`config.mk`:
```
export PLATFORM = sky130hd
export DESIGN_NAME = acsr_core
export DESIGN_NICKNAME = d
export VERILOG_FILES = /design/src/rtl/acsr_core.v
export VERILOG_INCLUDE_DIRS = /design/src /design/src/rtl
export SDC_FILE = /design/constraint.sdc
export NUM_CORES = 1
export LEC_CHECK = 0
export BUFFER_PORTS_ARGS = -buffer_cell sky130_fd_sc_hd__buf_4
export CORE_MARGIN = 2
export CORE_UTILIZATION = 45
export DETAILED_ROUTE_END_ITERATION = 10
export SYNTH_ARGS = -nofsm -noshare
export SYNTH_HDL_FRONTEND = slang
export SYNTH_SLANG_ARGS = --single-unit
export TNS_END_PERCENT = 1
```
`constraint.sdc`:
```
create_clock -name clk -period 5.9 [get_ports clk]
set_clock_uncertainty 0.1 [all_clocks]
set_input_delay 0.59 -clock clk [delete_from_list [all_inputs] [get_ports clk]]
set_output_delay 0.59 -clock clk [all_outputs]
set_load 0.01 [all_outputs]
```
`src/rtl/acsr_map.vh`:
```
// Timing and width constants for the conversion and serial readout block
`ifndef ACSR_MAP_VH
`define ACSR_MAP_VH
`define ACSR_RES_BITS 8
`define ACSR_CONV_TIME_NS 7500
`define ACSR_CLK_PERIOD_NS 25
`define ACSR_ACQ_CYCLES 16'h0028
`define ACSR_CNT_W 16
`define ACSR_BIT_CNT_W 4
`define ACSR_SYNC_CYCLES 3
`define ACSR_PIN_RST 2'h3
`endif

```
`src/rtl/acsr_core.v`:
```
// Conversion sequencer and serial readout of one 8-bit result
`timescale 1ns/1ps
`default_nettype none
`include "acsr_map.vh"
module acsr_core #(
    parameter RES_BITS = `ACSR_RES_BITS,
    parameter CONV_NS = `ACSR_CONV_TIME_NS
) (
    input wire clk,                       // 40 MHz clock
    input wire srst,                      // Synchronous reset, active high
    input wire ce,                        // Clock enable, freezes state when low
    input wire convert_start_n,           // Convert-start pin, active low edge
    input wire sclk,                      // Serial clock pin from master
    input wire [RES_BITS-1:0] sample_in,  // Digitised analog input channel
    input wire [RES_BITS-1:0] half_in,    // Digitised half-supply reference
    output reg dout,                      // Serial data output
    output reg dout_oe_n,                 // Output enable, low while driving
    output reg busy,                      // Conversion in progress
    output reg sel_half,                  // Input multiplexer on half supply
    output reg [RES_BITS-1:0] result      // Last conversion result
);

    // ********************************************
    // Timing derived from clock rate
    // ********************************************
    // Start latency through the synchroniser counts against the budget
    localparam integer TOTAL_CYC = CONV_NS / `ACSR_CLK_PERIOD_NS;
    localparam integer DONE_CYC = TOTAL_CYC - `ACSR_SYNC_CYCLES - 1;
    localparam [`ACSR_CNT_W-1:0] CONV_CYC = DONE_CYC[`ACSR_CNT_W-1:0];
    localparam [`ACSR_CNT_W-1:0] ACQ_CYC = `ACSR_ACQ_CYCLES;
    localparam [`ACSR_BIT_CNT_W-1:0] BITS_INIT = RES_BITS[`ACSR_BIT_CNT_W-1:0];
    localparam [`ACSR_BIT_CNT_W-1:0] BIT_ONE = {{(`ACSR_BIT_CNT_W-1){1'b0}}, 1'b1};

    localparam [1:0] ST_IDLE = 2'h0;
    localparam [1:0] ST_TRACK = 2'h1;
    localparam [1:0] ST_CONV = 2'h2;
    localparam [1:0] ST_SHIFT = 2'h3;

    // ********************************************
    // Pin synchronisers and edge detection
    // ********************************************
    localparam NPINS = 2;
    localparam PIN_CS = 0;
    localparam PIN_SC = 1;
    // Power up with both pins taken high so a low start pin gives a falling edge and starts a conversion
    localparam [NPINS-1:0] PIN_RST = `ACSR_PIN_RST;

    wire [NPINS-1:0] pin_raw;
    wire [NPINS-1:0] pin_s;
    wire [NPINS-1:0] pin_d;

    assign pin_raw[PIN_CS] = convert_start_n;
    assign pin_raw[PIN_SC] = sclk;

    genvar gi;
    generate
        for (gi = 0; gi < NPINS; gi = gi + 1) begin : g_sync
            reg m;
            reg s;
            reg d;
            always @(posedge clk) begin
                if (srst) begin
                    m <= PIN_RST[gi];
                    s <= PIN_RST[gi];
                    d <= PIN_RST[gi];
                end else if (ce) begin
                    m <= pin_raw[gi];
                    s <= m;
                    d <= s;
                end
            end
            assign pin_s[gi] = s;
            assign pin_d[gi] = d;
        end
    endgenerate

    // Edge decode: falling edge used on both pins, rising edge on the serial clock pin only
    function edge_fall;
        input prev;
        input now;
        begin
            edge_fall = prev & ~now;
        end
    endfunction

    function edge_rise;
        input prev;
        input now;
        begin
            edge_rise = ~prev & now;
        end
    endfunction

    wire cs_fall = edge_fall(pin_d[PIN_CS], pin_s[PIN_CS]);
    wire sc_fall = edge_fall(pin_d[PIN_SC], pin_s[PIN_SC]);
    wire sc_rise = edge_rise(pin_d[PIN_SC], pin_s[PIN_SC]);

    // ********************************************
    // Input multiplexer
    // ********************************************
    reg [RES_BITS-1:0] mux_out;

    always @* begin
        mux_out = sample_in;
        if (sel_half) begin
            mux_out = half_in;
        end
    end

    // ********************************************
    // Sequencer
    // ********************************************
    reg [1:0] state;
    reg [`ACSR_CNT_W-1:0] cnt;
    reg [`ACSR_BIT_CNT_W-1:0] bits_left;
    reg [RES_BITS-1:0] held;
    reg [RES_BITS-1:0] shreg;
    reg pend_half;

    always @(posedge clk) begin
        if (srst) begin
            state <= ST_IDLE;
            cnt <= {`ACSR_CNT_W{1'b0}};
            bits_left <= {`ACSR_BIT_CNT_W{1'b0}};
            held <= {RES_BITS{1'b0}};
            shreg <= {RES_BITS{1'b0}};
            result <= {RES_BITS{1'b0}};
            pend_half <= 1'b0;
            sel_half <= 1'b0;
            busy <= 1'b0;
            dout <= 1'b0;
            dout_oe_n <= 1'b1;
        end else if (ce) begin
            case (state)
                ST_IDLE, ST_SHIFT: begin
                    if (cs_fall) begin
                        state <= ST_TRACK;
                        cnt <= {`ACSR_CNT_W{1'b0}};
                        busy <= 1'b1;
                        sel_half <= pend_half;
                        pend_half <= 1'b0;
                        dout <= 1'b0;
                        dout_oe_n <= 1'b0;
                    end else if (state == ST_SHIFT) begin
                        // advance on falling edge, MSB first
                        if (sc_fall && bits_left != {`ACSR_BIT_CNT_W{1'b0}}) begin
                            dout <= shreg[RES_BITS-1];
                            shreg <= {shreg[RES_BITS-2:0], 1'b0};
                        end
                        if (sc_rise) begin
                            if (bits_left == BIT_ONE) begin
                                dout_oe_n <= 1'b1;
                                state <= ST_IDLE;
                            end
                            bits_left <= bits_left - BIT_ONE;
                        end
                    end
                end
                ST_TRACK, ST_CONV: begin
                    if (cs_fall) begin
                        state <= ST_IDLE;
                        busy <= 1'b0;
                        pend_half <= 1'b1;
                        dout_oe_n <= 1'b1;
                    end else begin
                        cnt <= cnt + 16'h0001;
                        if (state == ST_TRACK && cnt == ACQ_CYC) begin
                            held <= mux_out;
                            state <= ST_CONV;
                        end
                        if (state == ST_CONV && cnt == CONV_CYC) begin
                            result <= held;
                            dout <= held[RES_BITS-1];
                            shreg <= {held[RES_BITS-2:0], 1'b0};
                            bits_left <= BITS_INIT;
                            busy <= 1'b0;
                            state <= ST_SHIFT;
                        end
                    end
                end
                default: state <= ST_IDLE;
            endcase
        end
    end

endmodule // acsr_core
`default_nettype wire

```
**Word level (Yosys, flattened, before mapping)**

Cells that the tools add are included.

- Bits of input ports: 21
- Logic and storage cells: 105
- Flip-flop bits (word level): 57
- Output and inout bits: 12

- Reductions and logical operators: 18
- Equality and inequality tests: 20
- Bitwise gates (word level): 7
- Muxes and demuxes: 41
- Add/sub/neg operators: 2

Operators with widths:

| cell | number |
|---|---|
| $mux 8 | 6 |
| $mux 16 | 2 |
| $pmux 16 s2 | 1 |
| $mux 4 | 5 |
| $add 16x1->16 const B | 1 |
| $eq 16x6->1 const B | 1 |
| $eq 16x9->1 const B | 1 |
| $ne 2x2->1 const B | 8 |
| $pmux 8 s2 | 1 |
| $ne 3x3->1 const B | 5 |
| $reduce_and 5->1 | 3 |
| $mux 2 | 7 |
| $mux 1 | 13 |
| $reduce_and 3->1 | 4 |
| $reduce_and 6->1 | 2 |
| $pmux 1 s2 | 4 |
| $pmux 4 s2 | 1 |
| $reduce_and 4->1 | 2 |
| $eq 2x2->1 const B | 2 |
| $eq 4x1->1 const B | 1 |
| $ne 4x4->1 const B | 1 |
| $not 1->1 | 4 |
| $pmux 2 s2 | 1 |
| $reduce_bool 4->1 | 1 |
| 6 further kinds | 11 |

**Longest topological paths before layout**

Gate-level depths: netlist of run 1.

- Depth in word-level cells: 7
- Mapped depth: 8
- Depth with buffers taken out: 7

**Worst setup path before layout of run 1**

No wires, ideal clock.

- Kind: flip-flop to flip-flop
- Start: register state[0]
- End: register held[7]
- Cell stages (with the launch flop): 9
- Data required time: 5,714 ps
- Arrival time: 1,961 ps
- Setup slack: 3,753 ps
- Period minus slack after synthesis: 2,147 ps
- Buffers on the path: 2
- Setup time: 86 ps
- Path through: dfxtp_1 inv_1 ha_1 clkbuf_1 nand3_1 nor4_4 buf_4 nor2_1 a211oi_1

- Word-level cells in the longest chain between the ends: 3
- Elaborated cells on any way between the ends: 5
- Those cells by class: 2 x eq/ne; 3 x reduce/logical

RTL lines:

| element | line | source |
|---|---|---|
| from (decl) | acsr_core.v:113 | `reg [1:0] state;` |
| from (signal assigned) | acsr_core.v:122 | `state <= ST_IDLE;` |
| from (signal assigned) | acsr_core.v:137 | `state <= ST_TRACK;` |
| from (signal assigned) | acsr_core.v:153 | `state <= ST_IDLE;` |
| $eq 2x1->1 or $eq 2x2->1 (tied branches) | acsr_core.v:134, acsr_core.v:167 |  |
| $reduce_or 2->1 or $logic_and 1x1->1 (tied branches) | acsr_core.v:134, acsr_core.v:167 |  |
| $reduce_and 4->1 (no line) * | - |  |
| to (signal assigned) | acsr_core.v:125 | `held <= {RES_BITS{1'b0}};` |
| to (signal assigned) | acsr_core.v:168 | `held <= mux_out;` |
| to (decl) | acsr_core.v:116 | `reg [RES_BITS-1:0] held;` |

Every way passes the cells marked *; elsewhere a longest branch is shown, timed or not.
A chain may end at the register's enable or synchronous reset.

**Final worst setup path of run 1**

- Start: register state[0]
- End: register held[1]

Same word-level chain as after synthesis.

==> results.md, run 1 <==
- The post-detailed-route DRC marker count is 0.
- After layout, the design draws a total of between 0.0007 and 0.0008 W.
- The half-perimeter wire length of the detailed placement result is a little over 4000 um.
- In the final layout, the share of cells above drive strength 1 is 0.160.
- Summed over all cells, the static leakage comes to 1.13 nW.
- Across all setup checks in the final design, the least slack found is between 2 and 2.5 ns.
- The number of instances in the synthesized netlist is about 330.
- The first-iteration detailed-routing DRC count is roughly 110.
- The actual transition at the worst max-transition pin is just under 0.9 ns.
- The max-slew violation count is 0.
- The detailed-route vias per instance is roughly 5.6.
- For this run, the post-layout net count is 372.
- The H-tree depth reported by CTS is 2.
- The share of flip-flops with an asynchronous set or reset after synthesis is 0.
- The number of optimization iterations in the first detailed-route pass is 4.
- The number of standard-cell rows in the floorplan is 29.
- The final RePlAce weighted congestion is 0.779.
- Measured along the x axis, the die boundary spans roughly 84 um.
- For the final routed database, the setup TNS stands at 0 ns.
- The run finished with clean final reports.
- The TritonCTS clock tree is yes.
- The final design utilization is 0.513.
- Timing analysis after detailed placement gives a worst setup slack of between 2 and 2.5 ns.
- In the finished design, the share of the clock period the worst path needs comes to 0.584.
- The synthesized flop and latch total is 56.
- The post-cts sizing count is 0.
- The antenna cell count is 0.
- The achievable clock frequency is 290 MHz.
- The worst register-to-register path has a setup slack of 2.45 ns.
- The clock latency of the later-clocked register in the worst-skew pair is between 0.3 and 0.4 ns.
- The number of violations of the max-capacitance limit is 0.
- The global-route usage over all layers is 0.171.
- The initial antenna violation count is 0.
- The largest fanout of any net on the critical path is 26.
- The clock transition at the registers of the reported paths is 0.10 ns.
- The distinct cell type count after synthesis is 50.
- For the worst setup path, the data required time is roughly 6 ns.
- The number of nets handed over by synthesis was around 360.
- The post-synthesis average cell area is between 8 and 9 um^2.
- Headroom to the max-slew limit came out at 0.413.
- Setup repair after global routing left no endpoint under its margin.
- The post-route non-filler standard cell count is between 400 and 500.
- The min-delay analysis places its worst path in the category flip-flop to flip-flop.
- Summing every instance area after synthesis gives ~2900 um^2.
- In this run, synthesis inferred 0 flip-flops with an integrated enable.
- For this run, the register share of the synthesized area comes to 0.387.
- The routed design could run at a clock period as short as roughly 3.4 ns.
- Dividing total power by cell area gives a power density of 224 nW/um^2.
- In this run the remaining antenna-violating nets after routing total 0.
- The worst setup path is captured at a flip-flop.
- The classification of the worst setup path is flip-flop to flip-flop.
- The count of pins on the block boundary is 33.
- The initial utilization of the core area, before any placement, comes to 0.462.
- The worst setup path is launched from a flip-flop.
- The core footprint is around 6300 um^2.
- The die outline area is just over 7000 um^2.
- The predominant post-synthesis flop cell is dfxtp_1.
- The largest net degree at the start of global routing is between 50 and 60.
- The final hold violation count is 0.
- For this design, the CTS-stage hold fixing added 0 buffers.
- The Yosys step of the flow raised 0 warnings.
- The total wire length after detailed routing is around 6000 um.
- Clock tree synthesis selected as its root buffer the cell clkbuf_8.
- The clock buffer count from CTS is 5.
- Setup violations remaining at the end of the flow were counted as 0.
- The arrival time reported for the critical path endpoint is ~3.6 ns.
- The global-route wire length before repair is 10,200 um.
- Dividing the detail-routed wire length by the instance count gives 14.2 um.
- The clock sink count is 56.
- Summing over every cut layer, the via total after detailed routing is 2,361.
- The number of setup buffers added after CTS is 0.
- The vertical die dimension is 84.3 um.
- The number of global-route vias before repair is between 2,000 and 2,500.
- The maximum buffer depth of the clock tree is 2.
- The total instance count after detailed placement is approximately 410.
- The worst-case IR drop observed on VDD is 0.000123 V.
- The overall overflow remaining after global route is 0.
- The layout overhead on the synthesized area is 11.0%.
- The number of buffer cells added on primary ports is 32.
where the power goes:
part	total, W	leakage [nW]	internal [W]	switching [W]
clock	0.000215	0.0456	0.0000851	0.000130
sequential	0.000397	0.454	0.000389	0.00000808
combinational	0.000108	0.634	0.0000447	0.0000635
total	0.000720	1.13	0.000519	0.000201
state kept, by name, indices dropped and copies added (netlist names):
signal and flops:
bits_left 4, busy 1, cnt 16, dout 1
dout_oe_n 1, g_sync.d 2, g_sync.m 2, g_sync.s 2
held 8, pend_half 1, result 8, sel_half 1
shreg 7, state 2
synth_stat cells, types with 4 or more instances:
cell / n / area [um^2]
a211o_1: 6 / 52.6
a211oi_1: 10 / 75.1
a21oi_1: 29 / 145
a311oi_1: 9 / 78.8
a31oi_1: 6 / 37.5
and2_1: 4 / 25.0
and3_1: 4 / 25.0
clkbuf_1: 18 / 67.6
dfxtp_1: 56 / 1120
ha_1: 8 / 100
inv_1: 11 / 41.3
mux2i_1: 25 / 250
nand2_1: 17 / 63.8
nand2b_1: 4 / 25.0
nand3_1: 7 / 35.0
nand4_1: 5 / 31.3
nor2_1: 41 / 154
nor2b_1: 6 / 37.5
o21ai_0: 14 / 70.1
through the flow:
step                instance area (um^2)  hold WS, ns
CTS                                 3220        0.361
detailed placement                  3130        0.346
global route                        3220        0.376
finish                              3220        0.360
floorplan                           2900        0.331
global placement                    3130        0.340
area by class of cell:
type	count	area, um^2
Timing Repair Buffer	32	240
Clock inverter	2	13.8
Fill cell	619	3060
Sequential cell	56	1120
Clock buffer	6	72.6
Inverter	11	41.3
Multi-Input combinational cell	237	1630
Tap cell	77	96.3
cells by family after synthesis:
family,Yosys count,share of synthesized area
AO/OA/AOI/OAI,87,0.206
XOR/XNOR,1,0.00302
flip-flops,56,0.387
AND/OR/NAND/NOR,116,0.234
buffers and inverters,35,0.0500
multiplexers,25,0.0863
adder cells (fa/ha/maj),8,0.0345
layer usage:
| metal | track usage | vias up | wire [um] |
|---|---|---|---|
| met1 | 0.222 | 1110 | 2900 |
| met4 | 0.0557 | 0 | 65 |
| met2 | 0.287 | 28 | 2860 |
| met5 | 0 | - | 0 |
| met3 | 0.0315 | 6 | 168 |
| li1 | - | 1217 | - |
cells in the final DEF, fill, tap and decap left out, types with 2 or more instances in the layout:
cell type and count:
a21oi_1 29, a22oi_1 2, nand3b_1 2, a211o_1 6, nand4_1 5, ha_1 8
or3_1 2, a311oi_1 9, and2_1 4, nand3_1 7, and3_1 4, nand2b_1 4
nor2b_1 6, a311oi_2 3, a211oi_1 10, clkbuf_8 5, nand4b_1 3, nor4_4 2
inv_1 11, dfxtp_1 56, or2_2 2, a31oi_1 6, o21ai_0 14, nor2_1 41
mux2i_1 25, and4_1 2, nor3_1 3, buf_4 32, nand2_1 17, nand4_2 2
nor3b_1 3
worst max-delay path: stages (launching register included):
cell and delay, ns:
dfxtp_1 0.40, inv_1 0.08, ha_1 0.87, nand3_1 0.70, nor4_4 0.86, nor2_1 0.08, a211oi_1 0.26
worst paths after layout:
kind | from | cells past startpoint | end
hold / removal | pend_half | 2 | sel_half
hold reg to reg | pend_half | 2 | sel_half
setup reg to reg | state[0] | 6 | held[1]
setup / recovery | state[0] | 6 | held[1]
Power figures use the tool's default switching activity.
==> inputs of run 2 (changes only) <==
ABC_AREA = 1   (was default)
PLACE_DENSITY = 0.66   (was default)
clock period = 3 ns   (was 5.9 ns; I/O delays follow)
==> run 2 against run 1 <==
  * Non-clock buffer count increased by 1
  * Fmax increased by 33%
  * Critical path depth increased by 2
  * Die area decreased by 0.20%
  * Worst setup slack got worse by 2.0 ns
  * Wire length increased by 4.6%
  * Design area increased by 0.58%
  * Sequential share of layout area decreased by 0.20 points
  * Worst hold slack got worse by 0.27 ns
  * Clock power increased by 97%
==> results.md, run 2 <==
- Result of the run: finished, final reports clean (unchanged).
- The H-tree depth reported by CTS is 2 (unchanged).
- The share of total power in the clock network is 0.321 (was 0.298).
- The clock latency of the later-clocked register in the worst-skew pair was 0.31 ns (was 0.32 ns).
- The share of flip-flops with an asynchronous set or reset after synthesis was 0 (unchanged).
- The number of buffers inserted by hold repair at cts is 0 (unchanged).
- The worst min-delay path class was input port to flip-flop (was flip-flop to flip-flop).
- The share of the clock period used by the worst path was 0.865 (was 0.584).
- The global-route track usage on met3 is 0.0324 (was 0.0315).
- The proportion of layout cells with a drive suffix above 1 is 0.129 (was 0.160).
- The post-route non-filler standard cell count was 519 (was 421).
- The distinct cell type count after synthesis was 35 (was 50).
- The vertical die dimension is 84.2 um (was 84.3 um).
- The routing usage on met1 is 0.239 (was 0.222).
- Unrepaired setup endpoints after global routing: false (unchanged).
- The TritonCTS clock tree is yes (unchanged).
- The endpoint of the worst register-to-register path is held[6] (was held[1]).
- The width of the chip is 84.2 um (was 84.3 um).
- The required time at the endpoint of the critical path is 3.15 ns (was 6.02 ns).
- The first-iteration detailed-routing DRC count came to 143 (was 114).
- The commonest non-fill, non-tap cell in the layout is nand2_1 (was dfxtp_1).
- The count of nets left with antenna violations after detail routing came to 0 (unchanged).
- The achievable clock frequency is 386 MHz (was 290 MHz).
- Most used standard cells in the synthesized netlist: nand2_1, nor2_1, dfxtp_1 (was dfxtp_1, nor2_1, a21oi_1).
- The startpoint type of the worst setup path is a flip-flop (unchanged).
- The combinational share of power is 0.098 (was 0.150).
- The antenna cell count is 0 (unchanged).
- The largest fanout of any net on the critical path is 21 (was 26).
- The power density relative to cell area is 407 nW/um^2 (was 224 nW/um^2).
- The end point of the critical path was held[6] (was held[1]).
- The minimum clock period is 2.59 ns (was 3.45 ns).
- The predominant post-synthesis flop cell is dfxtp_1 (unchanged).
- The effective utilization at floorplan came to 0.461 (was 0.462).
- Main area contributors after synthesis: dfxtp_1, nand2_1, nor2_1, a21oi_1, inv_1 (was dfxtp_1, mux2i_1, nor2_1, a21oi_1, ha_1).
- The leakage dissipation came to 1.35 nW (was 1.13 nW).
- The arrival time reported for the critical path endpoint is 2.74 ns (was 3.57 ns).
- The final hold violation count is 0 (unchanged).
- The placement-stage worst setup slack is 0.444 ns (was 2.42 ns).
- The layout overhead on the synthesized area is 11.9% (was 11.0%).
- The total instance count after detailed placement was 511 (was 413).
- The worst reg-to-reg path cell count is 8 (was 6).
- The classification of the worst setup path is flip-flop to flip-flop (unchanged).
- The number of buffer cells added on primary ports is 32 (unchanged).
- The number of optimization iterations in the first detailed-route pass was 5 (was 4).
- The final RePlAce weighted congestion is 0.871 (was 0.779).
- The routed wirelength normalized by instance count is 12.1 um (was 14.2 um).
- The worst voltage drop across the vdd grid is 0.000249 V (was 0.000123 V).
- The met2 usage was 0.317 (was 0.287).
- The core footprint was 6280 um^2 (unchanged).
- The largest area contributor in the netlist is dfxtp_1 (unchanged).
- The clock sink count is 56 (unchanged).
- The register area share after synthesis is 0.387 (about the same).
- The warning count from the yosys run is 0 (unchanged).
- Commonest cells after routing, fill and taps aside: nand2_1, nor2_1, dfxtp_1 (was dfxtp_1, nor2_1, buf_4).
- The detailed-route vias per instance is 5.12 (was 5.61).
- The total wire length after detailed routing is 6270 um (was 5990 um).
- The internal cell power is 0.000973 W (was 0.000519 W).
- The total negative slack for setup checks was 0 ns (unchanged).
- The slack of the worst reg-to-reg path is 0.41 ns (was 2.45 ns).
- The half-perimeter wire length of the detailed placement result is 4550 um (was 4040 um).
- The proportion of netlist area held by the largest area contributor is 0.387 (about the same).
- The actual transition at the worst max-transition pin is 0.942 ns (was 0.881 ns).
- The clock buffer count from CTS came to 5 (unchanged).
- The maximum buffer depth of the clock tree was 2 (unchanged).
- The register with the most flip-flops is cnt (unchanged).
- The type of destination of the critical path is a flip-flop (unchanged).
- The total placed instance area is 3150 um^2 (was 3130 um^2).
- The switching power as a share of total power is 0.261 (was 0.280).
- The worst setup margin came to 0.406 ns (was 2.45 ns).
- The netlist area before placement is 2890 um^2 (was 2900 um^2).
- The number of nets in the layout is 470 (was 372).
- The global-route wire length before repair is 10,800 um (was 10,200 um).
- The first element of the critical path is state[0] (unchanged).
- The largest net degree at the start of global routing is 32 (was 57).
- The clock transition at the registers of the reported paths is 0.11 ns (was 0.10 ns).
- The leading cell type by number of instances after synthesis is nand2_1 (was dfxtp_1).
- The count of pins on the block boundary is 33 (unchanged).
- The total of fill cells in the finished design is 600 (was 619).
- The synthesized flop and latch total is 56 (unchanged).
- The net switching power is 0.000345 W (was 0.000201 W).
- The routed via count is 2,656 (was 2,361).
- The post-synthesis average cell area came to 6.94 um^2 (was 8.84 um^2).
- The net count after synthesis is 446 (was 357).
- The post-cts sizing count is 0 (unchanged).
- The number of flops mapped to enable cells by yosys is 0 (unchanged).
- The number of violations of the max-capacitance limit is 0 (unchanged).
- The sequential cell fraction of total power came to 0.581 (was 0.551).
- Largest registers in the final layout: cnt x16, held x8, result x8 (unchanged).
- The number of flip-flops in the largest register is 16 (unchanged).
- The die outline area is 7090 um^2 (was 7100 um^2).
- The initial antenna violation count is 0 (unchanged).
- The post-detailed-route DRC marker count was 0 (unchanged).
- The global-route usage over all layers is 0.186 (was 0.171).
- The number of standard-cell rows in the floorplan is 29 (unchanged).
- The CTS root buffer is clkbuf_8 (unchanged).
- The most used routing layer is met2 (unchanged).
- The cell area after layout came to 3240 um^2 (was 3220 um^2).
- The setup-violating endpoint count in the final report is 0 (unchanged).
- The number of setup buffers added after CTS is 0 (unchanged).
- The overall overflow remaining after global route is 0 (unchanged).
- The worst reg2reg path startpoint is state[0] (unchanged).
- The number of global-route vias before repair came to 2,399 (was 2,257).
- The max-slew violation count is 0 (unchanged).
- The number of instances in the synthesized netlist is 417 (was 328).
- The worst slew margin relative to its limit is 0.371 (was 0.413).
## run 2: cell types whose count changed in the layout (fill, tap and decap cells not counted), moves of 15 or more
cell     previous run  this run
nand2_1            17        88
inv_1              11        44
nor2_1             41        59
o21ai_0            14        32
mux2i_1            25         8
nand3_1             7        22
## run 2: layout make-up
type	count	area [um^2]	share of cell area
Multi-Input combinational cell	298	1500	0.463
Sequential cell	56	1120	0.346
Timing Repair Buffer	33	248	0.0765
Inverter	47	181	0.0560
Tap cell	77	96.3	0.0298
Clock buffer	5	68.8	0.0213
Clock inverter	3	23.8	0.00734
## run 2: through the flow
step / total power [W] / util / hold WS, ns
finish: 0.00132 / 0.516 / 0.0931
global route: 0.00138 / 0.516 / 0.113
CTS: 0.00133 / 0.516 / 0.0884
detailed placement: 0.000911 / 0.501 / 0.349
global placement: 0.000910 / 0.501 / 0.344
floorplan: 0.000870 / - / 0.322
## run 2: worst min path at each step
stage	startpoint	endpoint	slack [ns]	cells past startpoint
2_1_floorplan	sclk	g_sync[1].m	0.32	2
3_3_place_gp	g_sync[0].m	g_sync[0].m	0.34	2
3_5_place_dp	g_sync[0].m	g_sync[0].m	0.35	2
4_1_cts	sclk	g_sync[1].m	0.09	3
5_1_grt	convert_start_n	g_sync[0].m	0.11	3
6_report	sclk	g_sync[1].m	0.09	3
## run 2: per-layer routing
metal | up-vias | wire length (um)
met4 | 0 | 76
met5 | - | 0
met1 | 1184 | 2970
met3 | 8 | 237
li1 | 1394 | -
met2 | 70 | 2980
## run 2: kinds of logic after synthesis
group | synth area share
simple gates | 0.311
compound gates | 0.145
buf+inv | 0.0947
flops | 0.387
mux | 0.0277
fa+ha+maj | 0.0346
## run 2: critical path, stage by stage (launching register included)
cell and delay, ns:
dfxtp_1 0.39, inv_1 0.08, ha_1 0.70, nand2_2 0.20
nor2_4 0.31, inv_4 0.16, nor2_4 0.30, o21ai_0 0.13
a21oi_1 0.17
## run 2: power groups by stage
stage / Combinational, W / Clock (W) / Sequential [W]
3_5_place_dp: 0.000128 / 0 / 0.000783
6_report: 0.000129 / 0.000424 / 0.000766
2_1_floorplan: 0.0000905 / 0 / 0.000779
3_3_place_gp: 0.000127 / 0 / 0.000783
5_1_grt: 0.000146 / 0.000467 / 0.000768
4_1_cts: 0.000129 / 0.000439 / 0.000766
